`src/hw/bmh_pkg.sv`:
```
// shared constants and types of the battery manager host command port
package bmh_pkg;

  // ----------------------------------------------------------------
  // clock and timing
  // ----------------------------------------------------------------
  localparam int CLK_PERIOD_NS   = 50;
  localparam int INT_PULSE_NS    = 8000;
  localparam int INT_PULSE_CYC   = (INT_PULSE_NS + CLK_PERIOD_NS - 1) / CLK_PERIOD_NS;

  // ----------------------------------------------------------------
  // command byte layout
  // ----------------------------------------------------------------
  localparam int CMD_CODE_LSB    = 5;
  localparam int ADDR_W          = 5;
  localparam logic [2:0] CMD_NOP       = 3'h0;
  localparam logic [2:0] CMD_SYS_OFF   = 3'h1;
  localparam logic [2:0] CMD_RAM_RD    = 3'h2;
  localparam logic [2:0] CMD_REG_RD    = 3'h3;
  localparam logic [2:0] CMD_RAM_WR    = 3'h4;
  localparam logic [2:0] CMD_REG_WR    = 3'h5;
  localparam logic [2:0] CMD_CHG_START = 3'h6;
  localparam logic [2:0] CMD_CHG_ABORT = 3'h7;

  // ----------------------------------------------------------------
  // data groups
  // ----------------------------------------------------------------
  localparam int RAM_BYTES       = 32;
  localparam int REG_BYTES       = 17;
  localparam logic [4:0] REG_ADDR_MAX = 5'h10;

  localparam logic [4:0] IDX_CHG_PERIOD   = 5'h00;
  localparam logic [4:0] IDX_SETUP1       = 5'h01;
  localparam logic [4:0] IDX_SETUP2       = 5'h02;
  localparam logic [4:0] IDX_DIS_PERIOD   = 5'h03;
  localparam logic [4:0] IDX_END_CELL_V   = 5'h04;
  localparam logic [4:0] IDX_GAUGE_HI     = 5'h05;
  localparam logic [4:0] IDX_GAUGE_LO     = 5'h06;
  localparam logic [4:0] IDX_THRESH_HI    = 5'h07;
  localparam logic [4:0] IDX_THRESH_LO    = 5'h08;
  localparam logic [4:0] IDX_LASTCAP_HI   = 5'h09;
  localparam logic [4:0] IDX_LASTCAP_LO   = 5'h0A;
  localparam logic [4:0] IDX_MAX_TIME     = 5'h0B;
  localparam logic [4:0] IDX_MAX_CELL_V   = 5'h0C;
  localparam logic [4:0] IDX_ANN_MASK     = 5'h0D;
  localparam logic [4:0] IDX_ANN_CTRL     = 5'h0E;
  localparam logic [4:0] IDX_STATUS       = 5'h0F;
  localparam logic [4:0] IDX_TRICKLE      = 5'h10;

  // registers the host may write (one bit per index)
  localparam logic [16:0] REG_WRITABLE    = 17'h1_799F;
  localparam logic [7:0]  SETUP1_RESET    = 8'h0A;
  localparam logic [7:0]  REG_RESET       = 8'h00;

  // status byte bit positions
  localparam int ST_PWR_STATE    = 7;
  localparam int ST_SEC_FAULT    = 6;
  localparam int ST_GAUGE_NV     = 5;
  localparam int ST_DC_VALID     = 4;
  localparam int ST_BACKUP_LOW   = 3;
  localparam int ST_END_DIS      = 2;
  localparam int ST_CHARGING     = 1;
  localparam int ST_INT_FLAG     = 0;

  localparam int ANN_OUTS        = 7;
  localparam int ANN_STATUS_OUTS = 6;

  // ----------------------------------------------------------------
  // carriers
  // ----------------------------------------------------------------
  typedef struct packed {
    logic       wr;
    logic       rd;
    logic       register_select;
    logic [7:0] data;
  } bmh_host_req_s;

  typedef struct packed {
    logic        sec_fault;
    logic        gauge_not_valid;
    logic        dc_valid;
    logic        backup_low;
    logic        end_discharge;
    logic        charging;
    logic [15:0] gauge;
    logic [15:0] last_capacity;
  } bmh_monitor_s;

  typedef struct packed {
    logic start;
    logic abort;
    logic stop;
    logic auto_start_allowed;
  } bmh_charge_ctl_s;

  typedef enum logic [2:0] {
    ST_IDLE   = 3'b000,
    ST_RAM_RD = 3'b001,
    ST_REG_RD = 3'b011,
    ST_REG_WR = 3'b010,
    ST_RAM_WR = 3'b110
  } bmh_access_e;

endpackage

```
`src/hw/bmh_byte_ram.sv`:
```
// small synchronous byte memory with registered read data
`timescale 1ns/100ps
module bmh_byte_ram
  import bmh_pkg::*;
#(
  parameter int WIDTH = 8,
  parameter int DEPTH = RAM_BYTES,
  parameter int AW    = ADDR_W
) (
  input  wire logic             ref_clk,
  input  wire logic             wr_en,
  input  wire logic [AW-1:0]    wr_addr,
  input  wire logic [WIDTH-1:0] wr_data,
  input  wire logic             rd_en,
  input  wire logic [AW-1:0]    rd_addr,
  output logic      [WIDTH-1:0] rd_data
);

  logic [WIDTH-1:0] mem [DEPTH];

  // contents are kept across reset, as under backup power
  always_ff @(posedge ref_clk) begin
    if (wr_en) begin
      mem[wr_addr] <= wr_data;
    end
  end

  always_ff @(posedge ref_clk) begin
    if (rd_en) begin
      rd_data <= mem[rd_addr];
    end
  end

endmodule // bmh_byte_ram

```
`src/hw/bmh_pulse_timer.sv`:
```
// fixed-length pulse generator for the interrupt output
`timescale 1ns/100ps
module bmh_pulse_timer
  import bmh_pkg::*;
#(
  parameter int LENGTH = INT_PULSE_CYC
) (
  input  wire logic ref_clk,
  input  wire logic rst_n,
  input  wire logic trigger,
  output logic      active
);

  localparam int CW = $clog2(LENGTH + 1);
  localparam logic [CW-1:0] LOAD = CW'(LENGTH);

  logic [CW-1:0] remaining;

  // a retrigger restarts the full length
  always_ff @(posedge ref_clk) begin
    if (!rst_n) begin
      remaining <= '0;
    end else if (trigger) begin
      remaining <= LOAD;
    end else if (remaining != '0) begin
      remaining <= remaining - CW'(1);
    end
  end

  assign active = (remaining != '0);

endmodule // bmh_pulse_timer

```
`src/hw/bmh_command_port.sv`:
```
// host command port: command decode, data groups, power switch and interrupt
//
// Behaviour
// [RULE1] mask zero: output follows host control bit
// [RULE2] button press while off: state on, stop, drive
// [RULE3] system off: release drive, clear state bit
// [RULE4] button press: 8 us interrupt pulse, flag
// [RULE5] select low write is a command byte
// [RULE6] command acts or arms next data byte
// [RULE7] 32 bytes of retained storage RAM
// [RULE8] 17 control/status bytes, separate group
// [RULE9] host puts address in bits 0-4
// [RULE10] code 000 nop,001 off,110 start,111 abort
// [RULE11] 100/010 write/read storage RAM byte
// [RULE12] 101/011 write/read control/status byte
// [RULE13] start charge now or when DC valid
// [RULE14] power state on: only command starts charge
// [RULE15] abort: stop charge, zero gauge, monitor
// [RULE16] mask one: output follows status bit (outputs 0-5 only; output 6 stays off)
// [RULE17] register address above 16 is ignored
`timescale 1ns/100ps
module bmh_command_port
  import bmh_pkg::*;
#(
  parameter int INT_PULSE_LEN = INT_PULSE_CYC
) (
  input  wire logic                 ref_clk,
  input  wire logic                 rst_n,
  input  wire bmh_host_req_s        host_req,
  output logic [7:0]                host_rdata,
  output logic                      host_rdata_oe,
  input  wire logic                 power_button_input,
  output logic                      supply_switch_drive_out,
  output logic                      supply_switch_drive_oe,
  output logic                      interrupt_out,
  output logic                      interrupt_oe,
  output logic [ANN_OUTS-1:0]       annunciator_power_outputs_out,
  output logic [ANN_OUTS-1:0]       annunciator_power_outputs_oe,
  input  wire bmh_monitor_s         monitor,
  output bmh_charge_ctl_s           charge_ctl
);

  // ----------------------------------------------------------------
  // command and data strobes
  // ----------------------------------------------------------------
  logic [2:0]         cmd_code;
  logic [4:0]         cmd_addr;
  logic               cmd_wr;
  logic               data_wr;
  logic               data_rd;
  logic               reg_addr_ok;

  assign cmd_code    = host_req.data[7:CMD_CODE_LSB];
  assign cmd_addr    = host_req.data[ADDR_W-1:0];
  assign cmd_wr      = host_req.wr && !host_req.register_select;  // [RULE5]
  assign data_wr     = host_req.wr && host_req.register_select;   // [RULE6]
  assign data_rd     = host_req.rd && host_req.register_select;   // [RULE6]
  assign reg_addr_ok = (cmd_addr <= REG_ADDR_MAX);                // [RULE17]

  // ----------------------------------------------------------------
  // pending data-byte access
  // ----------------------------------------------------------------
  bmh_access_e access;
  bmh_access_e next_access;
  logic [4:0]  access_addr;

  always_comb begin
    next_access = access;
    if (cmd_wr) begin
      case (cmd_code)                                             // [RULE10]
        CMD_RAM_RD: next_access = ST_RAM_RD;                      // [RULE11]
        CMD_RAM_WR: next_access = ST_RAM_WR;                      // [RULE11]
        CMD_REG_RD: next_access = reg_addr_ok ? ST_REG_RD : ST_IDLE; // [RULE12] [RULE17]
        CMD_REG_WR: next_access = reg_addr_ok ? ST_REG_WR : ST_IDLE; // [RULE12] [RULE17]
        default:    next_access = ST_IDLE;
      endcase
    end else if (data_wr || data_rd) begin
      next_access = ST_IDLE;
    end
  end

  always_ff @(posedge ref_clk) begin
    if (!rst_n) begin
      access <= ST_IDLE;
    end else begin
      access <= next_access;
    end
  end

  always_ff @(posedge ref_clk) begin
    if (!rst_n) begin
      access_addr <= '0;
    end else if (cmd_wr) begin
      access_addr <= cmd_addr;                                    // [RULE9]
    end
  end

  // ----------------------------------------------------------------
  // storage RAM
  // ----------------------------------------------------------------
  logic       ram_wr_en;
  logic       ram_rd_en;
  logic [7:0] ram_rd_data;

  assign ram_wr_en = data_wr && (access == ST_RAM_WR);           // [RULE11]
  assign ram_rd_en = cmd_wr && (cmd_code == CMD_RAM_RD);         // [RULE11]

  bmh_byte_ram #(
    .WIDTH (8),
    .DEPTH (RAM_BYTES),
    .AW    (ADDR_W)
  ) u_storage (                                                   // [RULE7]
    .ref_clk (ref_clk),
    .wr_en   (ram_wr_en),
    .wr_addr (access_addr),
    .wr_data (host_req.data),
    .rd_en   (ram_rd_en),
    .rd_addr (cmd_addr),
    .rd_data (ram_rd_data)
  );

  // ----------------------------------------------------------------
  // control and status registers
  // ----------------------------------------------------------------
  logic [7:0] ctrl_reg [REG_BYTES];
  logic [7:0] status_byte;
  logic       power_state;
  logic       int_flag;
  logic       reg_wr_en;

  assign reg_wr_en = data_wr && (access == ST_REG_WR);           // [RULE12]

  for (genvar i = 0; i < REG_BYTES; i++) begin : g_ctrl
    localparam logic [7:0] RESET_VAL = (i == int'(IDX_SETUP1)) ? SETUP1_RESET : REG_RESET;
    if (REG_WRITABLE[i]) begin : g_rw
      always_ff @(posedge ref_clk) begin
        if (!rst_n) begin
          ctrl_reg[i] <= RESET_VAL;
        end else if (reg_wr_en && (access_addr == 5'(i))) begin
          ctrl_reg[i] <= host_req.data;                           // [RULE8]
        end
      end
    end else begin : g_ro
      assign ctrl_reg[i] = REG_RESET;
    end
  end

  always_comb begin
    status_byte                = '0;
    status_byte[ST_PWR_STATE]  = power_state;
    status_byte[ST_SEC_FAULT]  = monitor.sec_fault;
    status_byte[ST_GAUGE_NV]   = monitor.gauge_not_valid;
    status_byte[ST_DC_VALID]   = monitor.dc_valid;
    status_byte[ST_BACKUP_LOW] = monitor.backup_low;
    status_byte[ST_END_DIS]    = monitor.end_discharge;
    status_byte[ST_CHARGING]   = monitor.charging;
    status_byte[ST_INT_FLAG]   = int_flag;
  end

  logic [7:0] reg_rd_value;

  always_comb begin
    case (cmd_addr)
      IDX_GAUGE_HI:   reg_rd_value = monitor.gauge[15:8];
      IDX_GAUGE_LO:   reg_rd_value = monitor.gauge[7:0];
      IDX_LASTCAP_HI: reg_rd_value = monitor.last_capacity[15:8];
      IDX_LASTCAP_LO: reg_rd_value = monitor.last_capacity[7:0];
      IDX_STATUS:     reg_rd_value = status_byte;
      default:        reg_rd_value = reg_addr_ok ? ctrl_reg[cmd_addr] : 8'h00;
    endcase
  end

  // ----------------------------------------------------------------
  // read data latch
  // ----------------------------------------------------------------
  logic       ram_fetch;
  logic [7:0] reg_fetch_data;
  logic       reg_fetch;

  // the read target is fetched when the command arrives
  always_ff @(posedge ref_clk) begin
    if (!rst_n) begin
      ram_fetch      <= 1'b0;
      reg_fetch      <= 1'b0;
      reg_fetch_data <= 8'h00;
    end else begin
      ram_fetch      <= ram_rd_en;
      reg_fetch      <= cmd_wr && (cmd_code == CMD_REG_RD) && reg_addr_ok; // [RULE12]
      reg_fetch_data <= reg_rd_value;
    end
  end

  always_ff @(posedge ref_clk) begin
    if (!rst_n) begin
      host_rdata <= 8'h00;
    end else if (ram_fetch) begin
      host_rdata <= ram_rd_data;
    end else if (reg_fetch) begin
      host_rdata <= reg_fetch_data;
    end
  end

  assign host_rdata_oe = data_rd && ((access == ST_RAM_RD) || (access == ST_REG_RD));

  // ----------------------------------------------------------------
  // power switch and interrupt
  // ----------------------------------------------------------------
  logic button_prev;
  logic press;
  logic sys_off_cmd;
  logic status_read;
  logic int_active;

  assign press       = button_prev && !power_button_input;
  assign sys_off_cmd = cmd_wr && (cmd_code == CMD_SYS_OFF);
  assign status_read = data_rd && (access == ST_REG_RD) && (access_addr == IDX_STATUS);

  always_ff @(posedge ref_clk) begin
    if (!rst_n) begin
      button_prev <= 1'b1;
    end else begin
      button_prev <= power_button_input;
    end
  end

  // a press while off wins over a system off in the same cycle
  always_ff @(posedge ref_clk) begin
    if (!rst_n) begin
      power_state <= 1'b0;
    end else if (press && !power_state) begin
      power_state <= 1'b1;                                        // [RULE2]
    end else if (sys_off_cmd) begin
      power_state <= 1'b0;                                        // [RULE3]
    end
  end

  // flag clears on a status read, a new press wins
  always_ff @(posedge ref_clk) begin
    if (!rst_n) begin
      int_flag <= 1'b0;
    end else if (press) begin
      int_flag <= 1'b1;                                           // [RULE4]
    end else if (status_read) begin
      int_flag <= 1'b0;
    end
  end

  bmh_pulse_timer #(
    .LENGTH (INT_PULSE_LEN)
  ) u_int_pulse (                                                 // [RULE4]
    .ref_clk (ref_clk),
    .rst_n   (rst_n),
    .trigger (press),
    .active  (int_active)
  );

  assign interrupt_out           = 1'b0;
  assign interrupt_oe            = int_active;                    // [RULE4]
  assign supply_switch_drive_out = 1'b0;
  assign supply_switch_drive_oe  = power_state;                   // [RULE2] [RULE3]

  // ----------------------------------------------------------------
  // annunciator outputs
  // ----------------------------------------------------------------
  logic [7:0] ann_mask;
  logic [7:0] ann_ctrl;

  assign ann_mask = ctrl_reg[IDX_ANN_MASK];
  assign ann_ctrl = ctrl_reg[IDX_ANN_CTRL];

  for (genvar k = 0; k < ANN_OUTS; k++) begin : g_ann
    if (k < ANN_STATUS_OUTS) begin : g_both
      assign annunciator_power_outputs_oe[k] = ann_mask[k] ? status_byte[k]  // [RULE16]
                                                           : ann_ctrl[k];    // [RULE1]
    end else begin : g_host
      assign annunciator_power_outputs_oe[k] = !ann_mask[k] && ann_ctrl[k];  // [RULE1]
    end
  end

  assign annunciator_power_outputs_out = '0;

  // ----------------------------------------------------------------
  // charge control
  // ----------------------------------------------------------------
  logic start_pending;
  logic start_cmd;
  logic abort_cmd;

  assign start_cmd = cmd_wr && (cmd_code == CMD_CHG_START);
  assign abort_cmd = cmd_wr && (cmd_code == CMD_CHG_ABORT);

  // start waits here until DC input is valid
  always_ff @(posedge ref_clk) begin
    if (!rst_n) begin
      start_pending <= 1'b0;
    end else if (abort_cmd || (press && !power_state)) begin
      start_pending <= 1'b0;
    end else if (start_cmd) begin
      start_pending <= 1'b1;                                      // [RULE13]
    end else if (monitor.dc_valid) begin
      start_pending <= 1'b0;
    end
  end

  always_ff @(posedge ref_clk) begin
    if (!rst_n) begin
      charge_ctl <= '0;
    end else begin
      charge_ctl.start              <= start_pending && monitor.dc_valid && !abort_cmd; // [RULE13]
      charge_ctl.abort              <= abort_cmd;                 // [RULE15]
      charge_ctl.stop               <= press && !power_state;     // [RULE2]
      charge_ctl.auto_start_allowed <= !power_state;              // [RULE14]
    end
  end

endmodule // bmh_command_port

```
`config.mk`:
```
export PLATFORM = sky130hd
export DESIGN_NAME = bmh_command_port
export DESIGN_NICKNAME = d
export VERILOG_FILES = /design/src/hw/bmh_pkg.sv /design/src/hw/bmh_byte_ram.sv /design/src/hw/bmh_pulse_timer.sv /design/src/hw/bmh_command_port.sv
export SDC_FILE = /design/constraint.sdc
export NUM_CORES = 1
export LEC_CHECK = 0
export BUFFER_PORTS_ARGS = -buffer_cell sky130_fd_sc_hd__buf_2
export CAP_MARGIN = 5
export CORE_ASPECT_RATIO = 0.7
export CORE_MARGIN = 2
export CORE_UTILIZATION = 60
export CTS_CLUSTER_DIAMETER = 120
export DETAILED_ROUTE_END_ITERATION = 6
export PLACE_DENSITY = 0.78
export SETUP_SLACK_MARGIN = 0.1
export SLEW_MARGIN = 0
export SYNTH_ARGS = -nofsm -noshare
export SYNTH_HDL_FRONTEND = slang
export SYNTH_SLANG_ARGS = --single-unit
```
`constraint.sdc`:
```
create_clock -name ref_clk -period 2.6 [get_ports ref_clk]
set_input_delay 0.39 -clock ref_clk [delete_from_list [all_inputs] [get_ports ref_clk]]
set_output_delay 0.39 -clock ref_clk [all_outputs]
set_load 0.02 [all_outputs]
```
# Word level (Yosys, flattened, before mapping)
# Memories as Yosys holds them, arrays and structs flattened. A register that Yosys moved wholly into a read port is not among the register bits.
# Index checks and enable logic that the tools add are counted.
[classes]
n_addsub = 1
order_cmp = 2
n_eq_ne = 28
muxes = 28
bitwise = 2
reduce_logical = 49
[op_table]
columns = ["op", "n"]
rows = [
  ["$mux W8", 7],
  ["$eq A5 B4 Y1 const B", 9],
  ["$bmux W8 S5", 1],
  ["$pmux W8 S5", 1],
  ["$logic_and A1 B1 Y1", 31],
  ["$eq A5 B3 Y1 const B", 4],
  ["$eq A3 B3 Y1 const B", 5],
  ["$mux W1", 14],
  ["$eq A3 B2 Y1 const B", 4],
  ["$pmux W3 S4", 1],
  ["$reduce_bool A2 Y1", 6],
  ["$eq A5 B2 Y1 const B", 2],
  ["$reduce_bool A8 Y1", 1],
  ["$sub A8 B1 Y8 const B", 1],
  ["$eq A3 B1 Y1 const B", 2],
  ["$ge A6 B6 Y1 const B", 1],
  ["$mux W3", 2],
  ["$not A5 Y6", 1],
  ["$eq A5 B1 Y1 const B", 1],
  ["$eq A5 B5 Y1 const B", 1],
  ["$le A5 B5 Y1 const B", 1],
  ["$logic_not A1 Y1", 5],
  ["$logic_not A5 Y1", 1],
  ["$mux W2", 2],
  ["other kinds (3)", 6],
]
[totals]
ff_bits = 138
mem_bits_rw = 256
in_bits = 52
out_inout_bits = 31
word_cells = 139
memories = 1
[memory_table]
columns = ["name", "depth", "word_bits", "rd", "rd_ports_with_merged_regs", "write_ports", "line_no", "text"]
rows = [
  ["u_storage.mem", 32, 8, 1, 1, 1, "bmh_byte_ram.sv:19", "logic [WIDTH-1:0] mem [DEPTH];"],
]

# Depth between registers and ports, before layout
[logic_depth]
ltp_word = 6
mapped_depth = 8
mapped_depth_nobuf = 7

# Cells and area by module
# From an unflattened synthesis, not the netlist that was laid out.
[unflattened]
cells_unflattened = 1135
area_unflattened_um2 = 16607.2
[modules_own_cells]
columns = ["module", "instances", "cells_each", "area_per_inst_um2", "seq_area_each_um2"]
rows = [
  ["bmh_byte_ram", 1, 417, 10133.5, 7927.6],
  ["bmh_command_port", 1, 670, 6052.1, 2602.5],
  ["bmh_pulse_timer", 1, 48, 421.7, 160.2],
]

# Worst setup path after synthesis
# Ideal clock, no wire load.
[synth_path]
kind = "input to register"
from = "input port host_req[8] in the netlist's numbering"
to = "memory u_storage.mem[12][0], enable pin"
setup_ns = 0.383
t_arrival_ns = 1.771
t_required_ns = 2.217
slack_ns = 0.446
cell_stages = 4
path_buffers = 0
cell_sequence = "nand3_1 nor3b_1 nand4_1 nor3_1"
[synth_between]
elab_chain_cells = 4
[synth_rtl]
columns = ["element", "line_no", "text"]
rows = [
  ["start, declared", "bmh_command_port.sv:29", "input wire bmh_host_req_s host_req,"],
  ["$logic_and A1 B1 Y1", "bmh_command_port.sv:56", "assign data_wr = host_req.wr && host_req.register_select;"],
  ["$logic_and A1 B1 Y1", "bmh_command_port.sv:105", "assign ram_wr_en = data_wr && (access == ST_RAM_WR);"],
  ["$mux W1", "bmh_byte_ram.sv:23", "if (wr_en) begin"],
  ["$mux W1 (not written as such)", "bmh_byte_ram.sv:24", "mem[wr_addr] <= wr_data;"],
  ["end, declared", "bmh_byte_ram.sv:19", ""],
]
# No other way between the ends.

# Final worst setup path
[layout_path]
from = "register u_int_pulse.remaining[0]"
to = "output port interrupt_oe"
[layout_between]
elab_chain_cells = 1
[layout_rtl]
columns = ["element", "line_no", "text"]
rows = [
  ["start, declared", "bmh_pulse_timer.sv:17", "logic [CW-1:0] remaining;"],
  ["start signal, assigned", "bmh_pulse_timer.sv:26", "remaining <= remaining - CW'(1);"],
  ["$reduce_bool A8 Y1", "bmh_pulse_timer.sv:30", "assign active = (remaining != '0);"],
  ["end, declared", "bmh_command_port.sv:36", "output logic interrupt_oe,"],
]
# No other way between the ends.

==> results.tsv <==
metric	value	unit
vias after detailed routing	10600	
power density over cell area	728	nW/um^2
#FFs+latches synth	402	
Startpoint Class	flip-flop	
max-cap violations	0	
number of DRC markers in iteration 0	1461	
first drt pass iteration count	6	
initial antenna violation count	2	
ys flop type	edfxtp_1	
HPWL after DPL	26900	um
Num CTS Buffers	38	
area post-placement	17700	sq um
Final Cell Area	19000	sq um
period utilization	96.5	%
worst reg2reg path depth	5	
register area	10700	sq um
most frequent cells in the layout	264 x edfxtp_1, 144 x nor2_1, 136 x dfxtp_1	
Die Width	202	um
synthesized area per cell	14.6	sq um
Skew-Pair Late Insertion Delay	560	ps
Sink Count	402	
core area	26900	sq um
Post-CTS Hold Fix Bufs	0	
I/O Pins	83	
footprint of the multi-input gates	5350	sq um
Leakage	6.97	nW
RSZ-0062 raised after global routing	yes	
Hold Vio Cnt, Final	0	
Post-synth ARST share	0	%
maximum vdd drop	0.659	mV
post-synthesis xor/xnor area fraction	0.265	%
adder-cell area share of the yosys netlist	0.0758	%
hold crit path type	in -> reg	
Final Slew Violations	0	
Port-buffer cells	73	
fmax	0.399	GHz
fillers	1788	
setup_tns	0	ps
Cell Area, Synth	16500	sq um
distinct cell type count after synthesis	55	
number of antenna diodes	0	
largest family of logic cells by synthesized area	multiplexers	
Clock transition at path regs	70	ps
WL per Instance	26.0	um
Worst EP required	2210	ps
Compound-Gate Fraction of Synth Area	5.34	%
Worst-Margin Slew	778	ps
DRC errors left	0	
Slew HR	47.6	%
internal reg-to-reg setup slack	420	ps
outcome	completed	
share of layout cells above drive strength 1	25.5	%
Placed Cells	1569	
Die Span Y	143	um
Total GRT Usage	30.0	%
register area share after synthesis	64.8	%
CP endpoint kind	output pin	
CTS tree	done	
Crit Path Category	reg -> out	
vias in the first global route	10200	
mux cell area share after synthesis	18.2	%
hold path depth	2	
crit path time final	2510	ps
CTS root buffer	clkbuf_16	
fin cells	1644	
final-report setup violation count	0	
area delta synth->final	15.3	%
most common cell after layout, fill and taps aside	edfxtp_1	
YS warnings	0	
max reg flops	256	
gpl congestion	0.939	
clock buffer depth	3	
vias per cell	6.43	
FP Rows	50	
Layout Skew	15.2	ps
first-pass GRT wire length	63500	um
pin count of the biggest net entering global routing	57	
die footprint	28900	sq um
Starting Density	61.4	%
CP Data Arrival Time	2120	ps
EDFF count, synth	264	
simple-gate share of the synthesized area	8.19	%
WL final	42700	um
Pwr Total	0.0139	W
post-synthesis cell count	1133	
nets	1304	
GR Overflow Total	0	
Critical Path Fanout Max	2	
Final ANT Viol Nets	0	
H-Tree Level Count	2	
[routing by layer]
metal  up-vias  wire length [um]  global-route usage (%)  share of wire [%]
met5         -                11                       0              0.026
met4         2               875                    7.49                2.0
met3        78              5210                    9.33                 12
met2       668             19800                    46.0                 46
met1      5292             16900                    42.6                 39
li1       4528                 -                       -                  -
[kinds of logic (layout without fill, tap and decap cells)]
family,count (synthesis),after routing
flip-flops,402,402
AND/OR/NAND/NOR,305,305
multiplexers,190,190
AO/OA/AOI/OAI,127,127
buffers and inverters,102,241
XOR/XNOR,5,5
adder cells (fa/ha/maj),1,1
other,1,9
[through the flow]
stage	setup slack (ps)	utilization (%)	hold slack, ps
floorplan	446	-	405
CTS	29.1	70.7	34.4
global placement	210	65.7	416
detailed placement	160	65.7	414
finish	91.0	70.7	52.2
global route	47.1	70.7	46.8
[path summary, 6_finish.rpt]
kind | from | to
max reg2reg | access_addr[0]$_SDFFE_PN0P_ | ctrl_reg[78]$_SDFFE_PN0P_
min reg2reg | start_pending$_SDFFE_PP0P_ | charge_ctl[3]$_SDFF_PN0_
max | u_int_pulse.remaining[0]$_SDFFE_PP0P_ | interrupt_oe
min | power_button_input | button_prev$_SDFF_PN1_
[synthesized netlist by cell type, drive strengths merged (2+ instances only)]
cell type	instances	area, sq um
xor2	2	17.5
nor2	147	569
nand4	2	12.5
inv	9	33.8
edfxtp	264	7930
nand2b	12	75.1
nand2	82	310
clkbuf	46	173
a222oi	8	80.1
mux4	88	1980
dfxtp	138	2760
a21oi	44	220
o221ai	8	70.1
mux2i	96	961
o32ai	8	70.1
mux2	6	67.6
and2	2	12.5
nor4	4	46.3
a221oi	8	70.1
or3	3	18.8
o21ai	11	55.1
nand3	26	130
buf	46	300
or4	2	15.0
nor2b	8	50.1
a22oi	25	188
o31ai	2	15.0
xnor2	3	26.3
nor3b	3	22.5
nor3	9	50.1
o2bb2ai	8	70.1
[worst max-delay path, cell delays in order, from the launching register on]
cell	delay, ps
dfxtp_2	330
inv_2	60
ha_4	130
or3b_4	380
or4b_4	520
buf_6	150
[report_power, final]
| group | leakage, nW | total, W | internal, W | switching [W] |
|---|---|---|---|---|
| clock | 0.628 | 0.00572 | 0.00325 | 0.00247 |
| sequential | 3.49 | 0.00695 | 0.00687 | 0.0000719 |
| combinational | 2.85 | 0.00120 | 0.000550 | 0.000648 |
[cell type report]
class,instances,share of cell area (%)
timing repair buffer,162,6.30
inverter,10,0.204
clock inverter,21,1.21
sequential,402,56.2
clock buffer,48,5.58
multi-input combinational,637,28.1
tap,364,2.39
[what timing repair did]
| action | in CTS | in global routing |
|---|---|---|
| buffers inserted | 5 | 1 |
| pin swaps | 2 | 2 |
| setup endpoints to repair | 1 | 1 |
| resized for setup | 10 | 0 |
| cloned | 0 | 0 |
Power figures use the tool's default switching activity.
